**config.mk**
```make
export PLATFORM = sky130hd
export DESIGN_NAME = data_decode_op
export DESIGN_NICKNAME = d
export VERILOG_FILES = /design/src/decode_pkg.sv /design/src/data_decode_op.sv /design/src/onehot_word.sv
export SDC_FILE = /design/constraint.sdc
export NUM_CORES = 1
export LEC_CHECK = 0
export BUFFER_PORTS_ARGS = -buffer_cell sky130_fd_sc_hd__buf_2
export CORE_UTILIZATION = 58
export DETAILED_ROUTE_END_ITERATION = 10
export PLACE_DENSITY = 0.85
export SLEW_MARGIN = 15
export SYNTH_ARGS = -nofsm -noshare
export SYNTH_HDL_FRONTEND = slang
export SYNTH_SLANG_ARGS = --single-unit
export TNS_END_PERCENT = 10
```
**constraint.sdc**
```tcl
create_clock -name mclk -period 3.9 [get_ports mclk]
set_input_delay 0.195 -clock mclk [delete_from_list [all_inputs] [get_ports mclk]]
set_output_delay 0.195 -clock mclk [all_outputs]
set_load 0.005 [all_outputs]
```
**src/decode_pkg.sv**
```systemverilog
// constants for the data decoder execution unit
package decode_pkg;
  localparam int WORD_W = 16;
  localparam int DIGIT_W = 4;
  localparam int BYTE_W = 8;
  // control word fields
  localparam int CTL_START_LSB = 0;
  localparam int CTL_COUNT_LSB = 4;
  localparam int CTL_ZERO_LSB = 8;
  localparam int CTL_MODE_LSB = 12;
  localparam int FIELD_W = 4;
  localparam logic [3:0] MODE_DIGIT = 4'h0;
  localparam logic [3:0] MODE_BYTE = 4'h1;
  // limits
  localparam int MAX_DIGITS = 4;
  localparam int MAX_BYTES = 2;
  localparam int BLOCK_WORDS = 16;
  localparam int MAX_RESULT_WORDS = 32;
  localparam int OFS_W = 5;
  // reset values
  localparam logic [15:0] RESULT_RST = 16'h0000;
  localparam logic [4:0] OFS_RST = 5'h00;
  typedef enum logic [1:0] {ST_IDLE, ST_WRITE} unit_state_t;
endpackage : decode_pkg

```
**src/data_decode_op.sv**
```systemverilog
// data decoder execution unit: digits or bytes to one-hot result words
// Contract
// [RULE1] top control digit 0 picks digit decode, 1 picks byte decode
// [RULE2] digit mode: each digit sets only its indexed bit of one word
// [RULE3] digit mode converts one to four digits per operation
// [RULE4] byte mode: each byte sets one bit in a sixteen-word block
// [RULE5] byte value is bit index into 256-bit field, single one
// [RULE6] byte mode converts one or two bytes per operation
// [RULE7] digits taken upward from start, wrapping from digit 3 to 0
// [RULE8] two bytes from byte 1 take byte 0 second by wrapping
// [RULE9] n-th digit decode goes to result offset n-1, up to 3
// [RULE10] first byte to offsets 0..15, second byte to 16..31
// [RULE11] program keeps all result words inside one data area
// [RULE12] fault flag set on unsupported control, cleared otherwise
// [RULE13] control 0021 decodes three digits from digit 1
// [RULE14] control 1011 decodes both bytes from byte 1
// [RULE15] low digit is start, next is count-1; bad values write nothing
`timescale 1ns/100ps
`default_nettype none
module data_decode_op
  import decode_pkg::*;
(
  // clock and reset
  input wire logic mclk,
  input wire logic resetn,
  // operands and trigger from sequencer
  input wire logic start,
  input wire logic [decode_pkg::WORD_W-1:0] source_word,
  input wire logic [decode_pkg::WORD_W-1:0] control_word,
  // result word stream
  output logic result_valid,
  output logic [decode_pkg::OFS_W-1:0] result_offset,
  output logic [decode_pkg::WORD_W-1:0] result_word,
  // status
  output logic busy,
  output logic done,
  output logic fault_indicator
);
  import decode_pkg::*;

  // ==========================================
  // control word checking
  function automatic logic ctl_ok(input logic [15:0] c);
    logic [3:0] md;
    logic [3:0] cnt;
    logic [3:0] st;
    md = c[CTL_MODE_LSB +: FIELD_W];
    cnt = c[CTL_COUNT_LSB +: FIELD_W];
    st = c[CTL_START_LSB +: FIELD_W];
    ctl_ok = 1'b0;
    if (c[CTL_ZERO_LSB +: FIELD_W] != 4'h0) begin
      ctl_ok = 1'b0;
    end else if (md == MODE_DIGIT) begin
      ctl_ok = (cnt < 4'(MAX_DIGITS)) && (st < 4'(MAX_DIGITS)); // RULE3
    end else if (md == MODE_BYTE) begin
      ctl_ok = (cnt < 4'(MAX_BYTES)) && (st < 4'(MAX_BYTES)); // RULE6
    end
  endfunction : ctl_ok

  // ==========================================
  // sequencing state
  unit_state_t state_ff, nxt_state;
  logic [15:0] src_ff, nxt_src;
  logic mode_ff, nxt_mode;
  logic [1:0] unit_ff, nxt_unit;
  logic [1:0] left_ff, nxt_left;
  logic [3:0] sub_ff, nxt_sub;
  logic [OFS_W-1:0] ofs_ff, nxt_ofs;
  logic valid_ff, nxt_valid;
  logic [15:0] word_ff, nxt_word;
  logic done_ff, nxt_done;
  logic fault_ff, nxt_fault;
  logic [7:0] cur_index;
  logic [15:0] dec_word;

  // ==========================================
  // digit and byte taps of the latched source
  logic [DIGIT_W-1:0] digit_tap [MAX_DIGITS];
  logic [BYTE_W-1:0] byte_tap [MAX_BYTES];
  for (genvar g = 0; g < MAX_DIGITS; g++) begin : g_digit
    assign digit_tap[g] = src_ff[g*DIGIT_W +: DIGIT_W];
  end
  for (genvar g = 0; g < MAX_BYTES; g++) begin : g_byte
    assign byte_tap[g] = src_ff[g*BYTE_W +: BYTE_W];
  end

  // ==========================================
  // pick current digit or byte of the latched source
  always_comb begin
    cur_index = 8'h00;
    if (mode_ff) begin
      cur_index = byte_tap[unit_ff[0]]; // RULE5 RULE8
    end else begin
      cur_index = {4'h0, digit_tap[unit_ff]}; // RULE7
    end
  end

  // ==========================================
  // one-hot decode of the current digit or byte
  onehot_word u_onehot (
    .bit_index(cur_index),
    .word_sel(sub_ff),
    .byte_mode(mode_ff),
    .word_out(dec_word) // RULE2 RULE4
  );

  // ==========================================
  // next state and stream stepping
  always_comb begin
    nxt_state = state_ff;
    nxt_src = src_ff;
    nxt_mode = mode_ff;
    nxt_unit = unit_ff;
    nxt_left = left_ff;
    nxt_sub = sub_ff;
    nxt_ofs = ofs_ff;
    nxt_valid = 1'b0;
    nxt_word = word_ff;
    nxt_done = 1'b0;
    nxt_fault = fault_ff;
    unique case (state_ff)
      ST_IDLE: begin
        if (start) begin
          if (ctl_ok(control_word)) begin
            nxt_fault = 1'b0; // RULE12
            nxt_state = ST_WRITE;
            nxt_src = source_word;
            nxt_mode = control_word[CTL_MODE_LSB +: FIELD_W]
              == MODE_BYTE; // RULE1
            nxt_unit = control_word[CTL_START_LSB +: 2]; // RULE15 RULE14
            nxt_left = control_word[CTL_COUNT_LSB +: 2]; // RULE15 RULE13
            nxt_sub = 4'h0;
            nxt_ofs = OFS_RST;
          end else begin
            // refused control word: no words, done at once
            nxt_fault = 1'b1; // RULE12 RULE15
            nxt_done = 1'b1;
          end
        end
      end
      ST_WRITE: begin
        nxt_valid = 1'b1;
        nxt_word = dec_word;
        nxt_ofs = ofs_ff + 5'd1; // RULE9 RULE10
        // byte mode walks sixteen words per byte
        if (mode_ff && sub_ff != 4'(BLOCK_WORDS - 1)) begin
          nxt_sub = sub_ff + 4'd1;
        end else begin
          nxt_sub = 4'h0;
          if (mode_ff) begin
            nxt_unit = {1'b0, ~unit_ff[0]}; // RULE8
          end else begin
            nxt_unit = unit_ff + 2'd1; // RULE7
          end
          if (left_ff == 2'd0) begin
            nxt_state = ST_IDLE;
            nxt_done = 1'b1;
          end else begin
            nxt_left = left_ff - 2'd1;
          end
        end
      end
      default: begin
        nxt_state = ST_IDLE;
      end
    endcase
  end

  // ==========================================
  // state registers
  always_ff @(posedge mclk or negedge resetn) begin
    if (!resetn) begin
      state_ff <= ST_IDLE;
      src_ff <= RESULT_RST;
      mode_ff <= 1'b0;
      unit_ff <= 2'd0;
      left_ff <= 2'd0;
      sub_ff <= 4'h0;
      ofs_ff <= OFS_RST;
      valid_ff <= 1'b0;
      word_ff <= RESULT_RST;
      done_ff <= 1'b0;
      fault_ff <= 1'b0;
    end else begin
      state_ff <= nxt_state;
      src_ff <= nxt_src;
      mode_ff <= nxt_mode;
      unit_ff <= nxt_unit;
      left_ff <= nxt_left;
      sub_ff <= nxt_sub;
      ofs_ff <= nxt_ofs;
      valid_ff <= nxt_valid;
      word_ff <= nxt_word;
      done_ff <= nxt_done;
      fault_ff <= nxt_fault;
    end
  end

  // ==========================================
  // offset output registered alongside the word
  logic [OFS_W-1:0] out_ofs_ff, nxt_out_ofs;
  logic busy_ff, nxt_busy;
  always_comb begin
    nxt_out_ofs = (state_ff == ST_WRITE) ? ofs_ff : out_ofs_ff;
    nxt_busy = (nxt_state == ST_WRITE);
  end
  always_ff @(posedge mclk or negedge resetn) begin
    if (!resetn) begin
      out_ofs_ff <= OFS_RST;
      busy_ff <= 1'b0;
    end else begin
      out_ofs_ff <= nxt_out_ofs;
      busy_ff <= nxt_busy;
    end
  end

  // ==========================================
  // port drive
  assign result_valid = valid_ff;
  assign result_offset = out_ofs_ff;
  assign result_word = word_ff;
  assign busy = busy_ff;
  assign done = done_ff;
  assign fault_indicator = fault_ff;
endmodule : data_decode_op
`default_nettype wire

```
**src/onehot_word.sv**
```systemverilog
// one result word of a one-hot decode: bit value==index, masked by word in byte mode only
`timescale 1ns/100ps
`default_nettype none
module onehot_word (
  // index and word selector
  input wire logic [7:0] bit_index,
  input wire logic [3:0] word_sel,
  input wire logic byte_mode,
  // decoded word
  output logic [15:0] word_out
);
  always_comb begin
    word_out = 16'h0000;
    if (!byte_mode) begin
      word_out[bit_index[3:0]] = 1'b1;
    end else if (bit_index[7:4] == word_sel) begin
      word_out[bit_index[3:0]] = 1'b1;
    end
  end
endmodule : onehot_word
`default_nettype wire

```
Word-level counts from Yosys, hierarchy flattened. Cells that the tools add are included.

Equality and inequality tests: 9. Magnitude comparators: 8. Bitwise logic cells: 3. Reduce and logical (&&, ||, !) cells: 14. Multiplexer cells: 44. Add/sub/neg operators: 4.

Operators by type and width (count): $mux 16 (2); $mux 8 (4); $mux 2 (12); $mux 4 (5); $pmux 2 s2 (3); $mux 1 (11); $mux 5 (2); $pmux 5 s2 (1); $bmux 4 s2 (1); $lt 4x2->1 const B (2); $lt 4x3->1 const B (2); $ne 2x2->1 const B (4); $pmux 4 s2 (1); $reduce_and 3->1 (2); $add 5x1->5 const B (1); $lt 4x5->1 const B (1); $reduce_and 5->1 (1); $add 4x1->4 const B (1); $demux 1 s4 (1); $eq 2x1->1 const B (2); $eq 4x1->1 const B (1); $eq 4x4->1 (1); $ge 4x1->1 const B (1); $logic_and 1x1->1 (4); 15 further kinds (16).

Output and inout bits: 25. Word-level logic and storage cells: 95. Flip-flop bits (word level): 57. Input bits: 35.

Depth between registers and ports, before layout. Gate-level depths: netlist of run 1.

Word-level depth: 11. Depth in mapped cells: 8. Gate-level depth less buffers: 6.

Cells and area by module. Synthesis of run 1 repeated with hierarchy kept, for this count alone.

Cell total of the unflattened synthesis: 297. Area, all modules: 2960.3 um2.

By module, submodules not included: data_decode_op (sequential area each 1426.4 um2, cells each 258, area each 2742.6 um2, times used 1); onehot_word (sequential area each 0.0 um2, cells each 39, area each 217.7 um2, times used 1).

Worst setup path before layout of run 1. OpenSTA, ideal clock, no wires.

Path type: register to register. Start: reg unit_ff[0]. End: reg word_ff[1], in the netlist result_word[1]. Arrival time: 1604 ps. Clock period less this slack: 1700 ps. Path buffers: 1. Cell stages (with the launch flop): 7. Setup time: 96 ps. Path slack: 2200 ps. Data required time: 3804 ps. Cell sequence: dfrtp_1 -> buf_6 -> mux4_2 -> nand2b_1 -> o21ai_0 -> nand3_1 -> o31ai_1.

Longest elaborated chain between the ends: 11. Elaborated cells on any way between the ends: 17. Classes of those cells: order compare: 2; eq/ne: 1; mux: 11; bitwise: 2; reduce/logical: 1.

Ends and longest elaborated chain: start: declaration (line data_decode_op.sv:65) `logic [1:0] unit_ff, nxt_unit;`; start signal: assignment (line data_decode_op.sv:188) `unit_ff <= nxt_unit;`; $not 2->3 (implied by the code) / $not 1->2 (equally long branches) (line data_decode_op.sv:94, data_decode_op.sv:92); $bmux 4 s2 / $mux 8 (equally long branches) (line data_decode_op.sv:94, data_decode_op.sv:92); $mux 4 (implied by the code) / $mux 8 (equally long branches) (2 in a row) (line data_decode_op.sv:94, data_decode_op.sv:92); $mux 8 * (line data_decode_op.sv:91) `if (mode_ff) begin`; $lt 4x5->1 (implied by the code) / $ge 4x1->1 (equally long branches) (line onehot_word.sv:15, onehot_word.sv:17); $logic_and 1x1->1 (implied by the code) (line onehot_word.sv:15, onehot_word.sv:17); $mux 1 (implied by the code) (line onehot_word.sv:15, onehot_word.sv:17); $demux 1 s4; $mux 16 (line onehot_word.sv:16) `end else if (bit_index[7:4] == word_sel) begin`; $mux 16 * (line onehot_word.sv:14) `if (!byte_mode) begin`; end signal: assignment (line data_decode_op.sv:193) `word_ff <= nxt_word;`; end: declaration (line data_decode_op.sv:70) `logic [15:0] word_ff, nxt_word;`.

Mark *: on every way between the ends. The rest lies on a longest branch, timed or not. The select of a mux whose other input is x is not followed. A chain may end at the register's enable or synchronous reset.

Final worst setup path of run 1.
Start: reg unit_ff[0]. End: reg word_ff[6], in the netlist result_word[6].

The elaborated chain is that of the path after synthesis.

==> results of run 1 <==
critical path: stages (launching register included):
cell      delay [ps]
dfrtp_1          830
mux2i_1          370
xnor2_1          140
o41ai_4          400
o211ai_1         230
o21ai_0          280
power groups by stage:
| stage | clock (W) | combinational [W] | sequential [W] |
|---|---|---|---|
| after floorplan | 0 | 0.0000326 | 0.000625 |
| after global placement | 0 | 0.0000669 | 0.000628 |
| after detailed placement | 0 | 0.0000692 | 0.000628 |
| after CTS | 0.000500 | 0.0000700 | 0.000618 |
| after global routing | 0.000526 | 0.0000805 | 0.000619 |
| final | 0.000491 | 0.0000686 | 0.000618 |
per-stage QoR:
stage / hold WS (ps) / utilization [%]
finish: -23.3 / 71.8
global route: 46.7 / 71.8
CTS: 3.91 / 71.8
detailed placement: 370 / 67.7
global placement: 366 / 67.7
floorplan: -101 / -
layer usage:
metal  part of all wire, %  wire length [um]
met3                   5.1               269
met4                   2.6               138
met2                    46              2440
met5                     0                 0
met1                    46              2410
cells by family after synthesis:
| group | count (synthesis) | share of synthesized area (%) |
|---|---|---|
| and+or+nand+nor | 128 | 20.7 |
| AOI/OAI and AO/OA | 56 | 13.3 |
| adders and majority gates | 3 | 1.40 |
| xor gates and xnor gates | 5 | 1.63 |
| DFF | 57 | 53.2 |
| muxes | 11 | 5.83 |
| buffers and inverters | 24 | 3.82 |
| other | 1 | 0.140 |
registers in the layout, indices dropped and copies added, names as in the netlist:
| signal | cells |
|---|---|
| busy | 1 |
| done | 1 |
| fault_indicator | 1 |
| left_ff | 2 |
| mode_ff | 1 |
| ofs_ff | 5 |
| result_offset | 5 |
| result_valid | 1 |
| result_word | 16 |
| src_ff | 16 |
| state_ff | 2 |
| sub_ff | 4 |
| unit_ff | 2 |
cell usage in the layout (no fill, tap or decap), drive strengths merged, types with 4 or more instances in the layout:
cell | synthesis | final
mux2i | 7 | 7
nor3 | 5 | 5
xnor2 | 4 | 4
dfrtp | 57 | 57
o21ai | 22 | 22
nand2b | 5 | 5
a21oi | 13 | 13
o31ai | 9 | 9
nand2 | 88 | 88
buf | 3 | 61
nand3 | 11 | 11
inv | 9 | 9
clkbuf | 12 | 11
nor2 | 6 | 6
final cells by class:
class	count	area (sq um)
Fill cell	354	1240
Inverter	9	33.8
Timing Repair Buffer	61	310
Multi-Input combinational cell	204	1150
Sequential cell	57	1430
Clock inverter	5	30.0
Clock buffer	11	151
Tap cell	52	65.1
path summary, 6_finish.rpt:
path                                                      to                    from  cells past startpoint
worst min-delay path            result_offset[4]$_DFFE_PN0P_                  resetn                      2
worst max register to register    result_word[6]$_DFFE_PN0P_  unit_ff[0]$_DFFE_PN0P_                      5
worst min register to register                done$_DFF_PN0_   state_ff[1]$_DFF_PN0_                      1
min in group mclk                      src_ff[8]$_DFFE_PN0P_          source_word[8]                      3
max in group asynchronous              src_ff[3]$_DFFE_PN0P_                  resetn                      2
worst max-delay path              result_word[6]$_DFFE_PN0P_  unit_ff[0]$_DFFE_PN0P_                      5
==> results.txt, run 1 <==
Critical path peak fanout - 20
Clock share of power - 41.7%
RSZ-0062 raised after global routing - no
Vias after detailed routing - 2169
TritonRoute pass-1 iters - 4
Fin Hold WS - -23.3 ps
Mapped Cells - 285
Int Pwr - 0.000898 W
Worst R2R Setup Slack - 1550 ps
Initial DRC count - 108
Routed WL per cell - 13.2 um
Pwr dens - 372 nW/um^2
Least-Margin Pin Slew - 860 ps
Ranking of synthesized cells by area - dfrtp_1 (53%), nand2_1 (12%), o21ai_0 (4.1%)
Data arrival, critical path - 2590 ps
Most common cell in the synthesized netlist - nand2_1
Vias/cell - 5.44
GRT busiest layer - met2
Setup bufs post-CTS - 0
CTS Root Cell - clkbuf_8
Die area - 4900 sq um
Max-cap check violation count - 0
Critical Path RT - 4140 ps
Top cell type's share of synthesized area - 53.2%
Reg power frac - 52.5%
Routability cong. - 0.892
Failing checks - negative hold slack
Gr usage total - 24.2%
Overall Power - 0.00118 W
Setup Crit Path Kind - flop to flop
Warnings, synthesis - 0
Largest net degree at the start of global routing - 58
Post-synth ARST share - 100%
Fin worst setup slack - 1550 ps
Io pins - 60
Cell taking the most area after synthesis - dfrtp_1
Antenna Cells - 0
Post-Route WL - 5260 um
Final setup TNS - 0 ps
Slew HR - 42.7%
NetSw - 0.000280 W
Met3 usage - 6.06%
Post-route insts no fill - 399
Clock buffer count from CTS - 9
Met1 Track Usage GR - 30.0%
Final net count - 380
TritonCTS Sinks - 57
Syn-to-layout area delta - 18.2%
Hold Buf Count CTS - 0
Final hold violation count - 29
Avg Cell Area, Syn - 9.41 sq um
Post-CTS Resized - 0
Layout cells sized above 1 - 23.9%
Met2 usage - 38.5%
Worst-Skew Late Latency - 340 ps
DRC - 0
Die Ht - 70.0 um
Final ANT Viol Nets - 0
CTS tree - built
Post-synth EDFFs - 0
Status - complete, but fails checks
Clock transition at path regs - 70 ps
Top cells by count, synth - nand2_1 (88), dfrtp_1 (57), o21ai_0 (22), a21oi_1 (13)
# setup viols final - 0
Core Area - 4410 sq um
Detailed Place HPWL - 3670 um
Net Count, Synth - 323
Gr ovfl total - 0
Initial Utilization - 60.8%
Maximum vdd drop - 0.276 mV
Synth Cell Area - 2680 sq um
Netlist cell types - 41
Number of port buffers - 59
First-pass GRT wire length - 9040 um
Worst Skew - 6.74 ps
Max Clk Rate - 0.426 GHz
Max Slew Vio Count - 0
Top_reg_cell synth - dfrtp_1
Max H-tree Level - 3
Worst Setup End Kind - flop
Initial antenna violation count - 0
Area after DPL - 2990 sq um
Period utilization - 60.2%
Die W - 70.0 um
Row count - 24
Seq/Total Area, Yosys - 53.2%
Min Tclk post-route - 2350 ps
Place WS - 1600 ps
Critical path launch point type - flop
Dpl cells - 383
Combinational fraction of design power - 5.8%
CTS Buffer Depth - 2
Vias in the first global route - 2047
Switching Share - 23.8%
Hold Crit Class - input pin to asynchronous set/reset pin
Design Area, Final - 3170 sq um
Yosys reg bits - 57
Leak - 1.63 nW
(Power assumes the default switching activity.)
==> inputs of run 2 (changes only) <==
- CORE_UTILIZATION: 58 -> 54
- PLACE_DENSITY: 0.85 -> 0.8
- clock period: 3.9 -> 2.3 ns (I/O delays scaled with it)
==> run 2 against run 1 <==
- the run now ends clean
- die area is 7.2% higher
- non-clock buffer count is 22 higher
- critical path depth is 1 lower
- final area is 8.1% higher
- critical endpoint is now result_word[0]$_DFFE_PN0P_
- largest cell class unchanged
- largest power group unchanged
- highest routed layer unchanged
==> results.txt, run 2 (synthesis results as in run 1) <==
Post-Route WL - 5840 um (was 5260 um)
DRC - 0 (unchanged)
Pwr dens - 639 nW/um^2 (was 372 nW/um^2)
RSZ-0062 raised after global routing - no (unchanged)
Max-cap check violation count - 0 (unchanged)
Clock transition at path regs - 60 ps (was 70 ps)
Max H-tree Level - 3 (unchanged)
Die area - 5250 sq um (was 4900 sq um)
Hold Crit Class - input pin to flop (was input pin to asynchronous set/reset pin)
Vias in the first global route - 2180 (was 2047)
Die Ht - 72.5 um (was 70.0 um)
Min Tclk post-route - 2010 ps (was 2350 ps)
Final setup TNS - 0 ps (unchanged)
TritonCTS Sinks - 57 (unchanged)
Max Slew Vio Count - 0 (unchanged)
Final ANT Viol Nets - 0 (unchanged)
Area after DPL - 3050 sq um (was 2990 sq um)
Clock buffer count from CTS - 9 (unchanged)
Commonest non-fill, non-tap cell in the layout - nand2_1 (unchanged)
Maximum vdd drop - 0.579 mV (was 0.276 mV)
Antenna Cells - 0 (unchanged)
Worst-Skew Late Latency - 350 ps (was 340 ps)
CTS Buffer Depth - 2 (unchanged)
Initial DRC count - 115 (was 108)
Worst-path cell chain - mux4_1 > o31ai_1 > nand3_1 > o31ai_1 (was mux2i_1 > xnor2_1 > o41ai_4 > o211ai_1 > o21ai_0)
Slew HR - 40.9% (was 42.7%)
Layout fillers - 375 (was 354)
Setup Crit Path Kind - flop to flop (unchanged)
CP peak stage delay - 690 ps (was 830 ps)
Number of port buffers - 59 (unchanged)
Detailed Place HPWL - 4020 um (was 3670 um)
Max Clk Rate - 0.497 GHz (was 0.426 GHz)
Most frequent cells in the layout - nand2_1 (88), buf_2 (59), dfrtp_1 (56) (was nand2_1 (88), buf_2 (59), dfrtp_1 (57))
Overall Power - 0.00219 W (was 0.00118 W)
Critical Path RT - 2550 ps (was 4140 ps)
Final net count - 402 (was 380)
Gr ovfl total - 0 (unchanged)
Worst R2R Setup Slack - 290 ps (was 1550 ps)
First-pass GRT wire length - 9690 um (was 9040 um)
Initial antenna violation count - 0 (unchanged)
CTS Root Cell - clkbuf_8 (unchanged)
Critical path peak fanout - 17 (was 20)
Leak - 1.74 nW (was 1.63 nW)
Initial Utilization - 56.4% (was 60.8%)
Io pins - 60 (unchanged)
Final hold violation count - 0 (was 29)
Status - complete, no violations (was complete, but fails checks)
Period utilization - 87.5% (was 60.2%)
Design Area, Final - 3430 sq um (was 3170 sq um)
Least-Margin Pin Slew - 886 ps (was 860 ps)
Data arrival, critical path - 2260 ps (was 2590 ps)
Vias after detailed routing - 2287 (was 2169)
Row count - 25 (was 24)
CP most frequent cell - o31ai_1
TritonRoute pass-1 iters - 5 (was 4)
Largest net degree at the start of global routing - 32 (was 58)
Worst Setup End Kind - flop (unchanged)
Core Area - 4750 sq um (was 4410 sq um)
Critical path launch point type - flop (unchanged)
Final core utilization - 72.1% (was 71.8%)
# setup viols final - 0 (unchanged)
CTS tree - built (unchanged)
Fin Hold WS - 24.1 ps (was -23.3 ps)
Vias/cell - 5.25 (was 5.44)
Layout cells sized above 1 - 23.8% (was 23.9%)
Worst Skew - 9.89 ps (was 6.74 ps)
Setup bufs post-CTS - 0 (unchanged)
Gr usage total - 24.7% (was 24.2%)
Syn-to-layout area delta - 27.8% (was 18.2%)
Crit-path slowest cell - mux4_1 (was dfrtp_1)
Die W - 72.5 um (was 70.0 um)
Routed WL per cell - 13.4 um (was 13.2 um)
Routability cong. - 0.862 (was 0.892)
run 2: critical path, delay by kind of cell, from the launching register on:
family | cells | cell delay (ps)
multiplexers | 1 | 690
flip-flops | 1 | 610
AO/OA/AOI/OAI | 2 | 460
AND/OR/NAND/NOR | 1 | 170
run 2: path summary, 6_finish.rpt:
path / from / to / depth (start not counted)
min reg2reg: state_ff[1]$_DFF_PN0_ / done$_DFF_PN0_ / 1
min in group asynchronous: resetn / result_offset[0]$_DFFE_PN0P_ / 2
max: unit_ff[0]$_DFFE_PN0P_ / result_word[0]$_DFFE_PN0P_ / 4
max reg2reg: unit_ff[0]$_DFFE_PN0P_ / result_word[0]$_DFFE_PN0P_ / 4
max in group asynchronous: resetn / unit_ff[0]$_DFFE_PN0P_ / 3
min: control_word[12] / mode_ff$_DFFE_PN0P_ / 3
run 2: area by class of cell:
| class | instances | area, sq um | share of cell area, % |
|---|---|---|---|
| clock buffer | 10 | 128 | 3.72 |
| tap | 67 | 83.8 | 2.45 |
| timing repair buffer | 83 | 518 | 15.1 |
| inverter | 9 | 33.8 | 0.986 |
| sequential | 57 | 1430 | 41.7 |
| clock inverter | 6 | 82.6 | 2.41 |
| multi-input combinational | 204 | 1150 | 33.7 |
run 2: timing repair:
| action | 4_1_cts | 5_1_grt |
|---|---|---|
| endpoints found under the setup margin | 0 | 14 |
| resized for setup | 0 | 1 |
| hold buffers | 17 | 0 |
| endpoints found under the hold margin | 73 | 0 |
run 2: routing by layer:
metal	vias to the layer above	GRT usage [%]	wire, um
met3	11	7.64	263
met5	-	0	0
li1	1142	-	-
met4	0	7.84	68
met1	1076	30.1	2620
met2	58	41.8	2890
run 2: through the flow:
stage / worst slack, ps / cells
after CTS: 65.9 / 436
final: 287 / 436
after global routing: 126 / 436
after global placement: 208 / 403
after detailed placement: 73.3 / 403
after floorplan: 600 / 285
run 2: power breakdown:
part | total (W) | internal (W) | switching, W | leakage [nW]
Sequential | 0.00105 | 0.00102 | 0.0000234 | 0.751
Clock | 0.000999 | 0.000603 | 0.000396 | 0.106
Combinational | 0.000143 | 0.0000755 | 0.0000672 | 0.883
Total | 0.00219 | 0.00170 | 0.000487 | 1.74
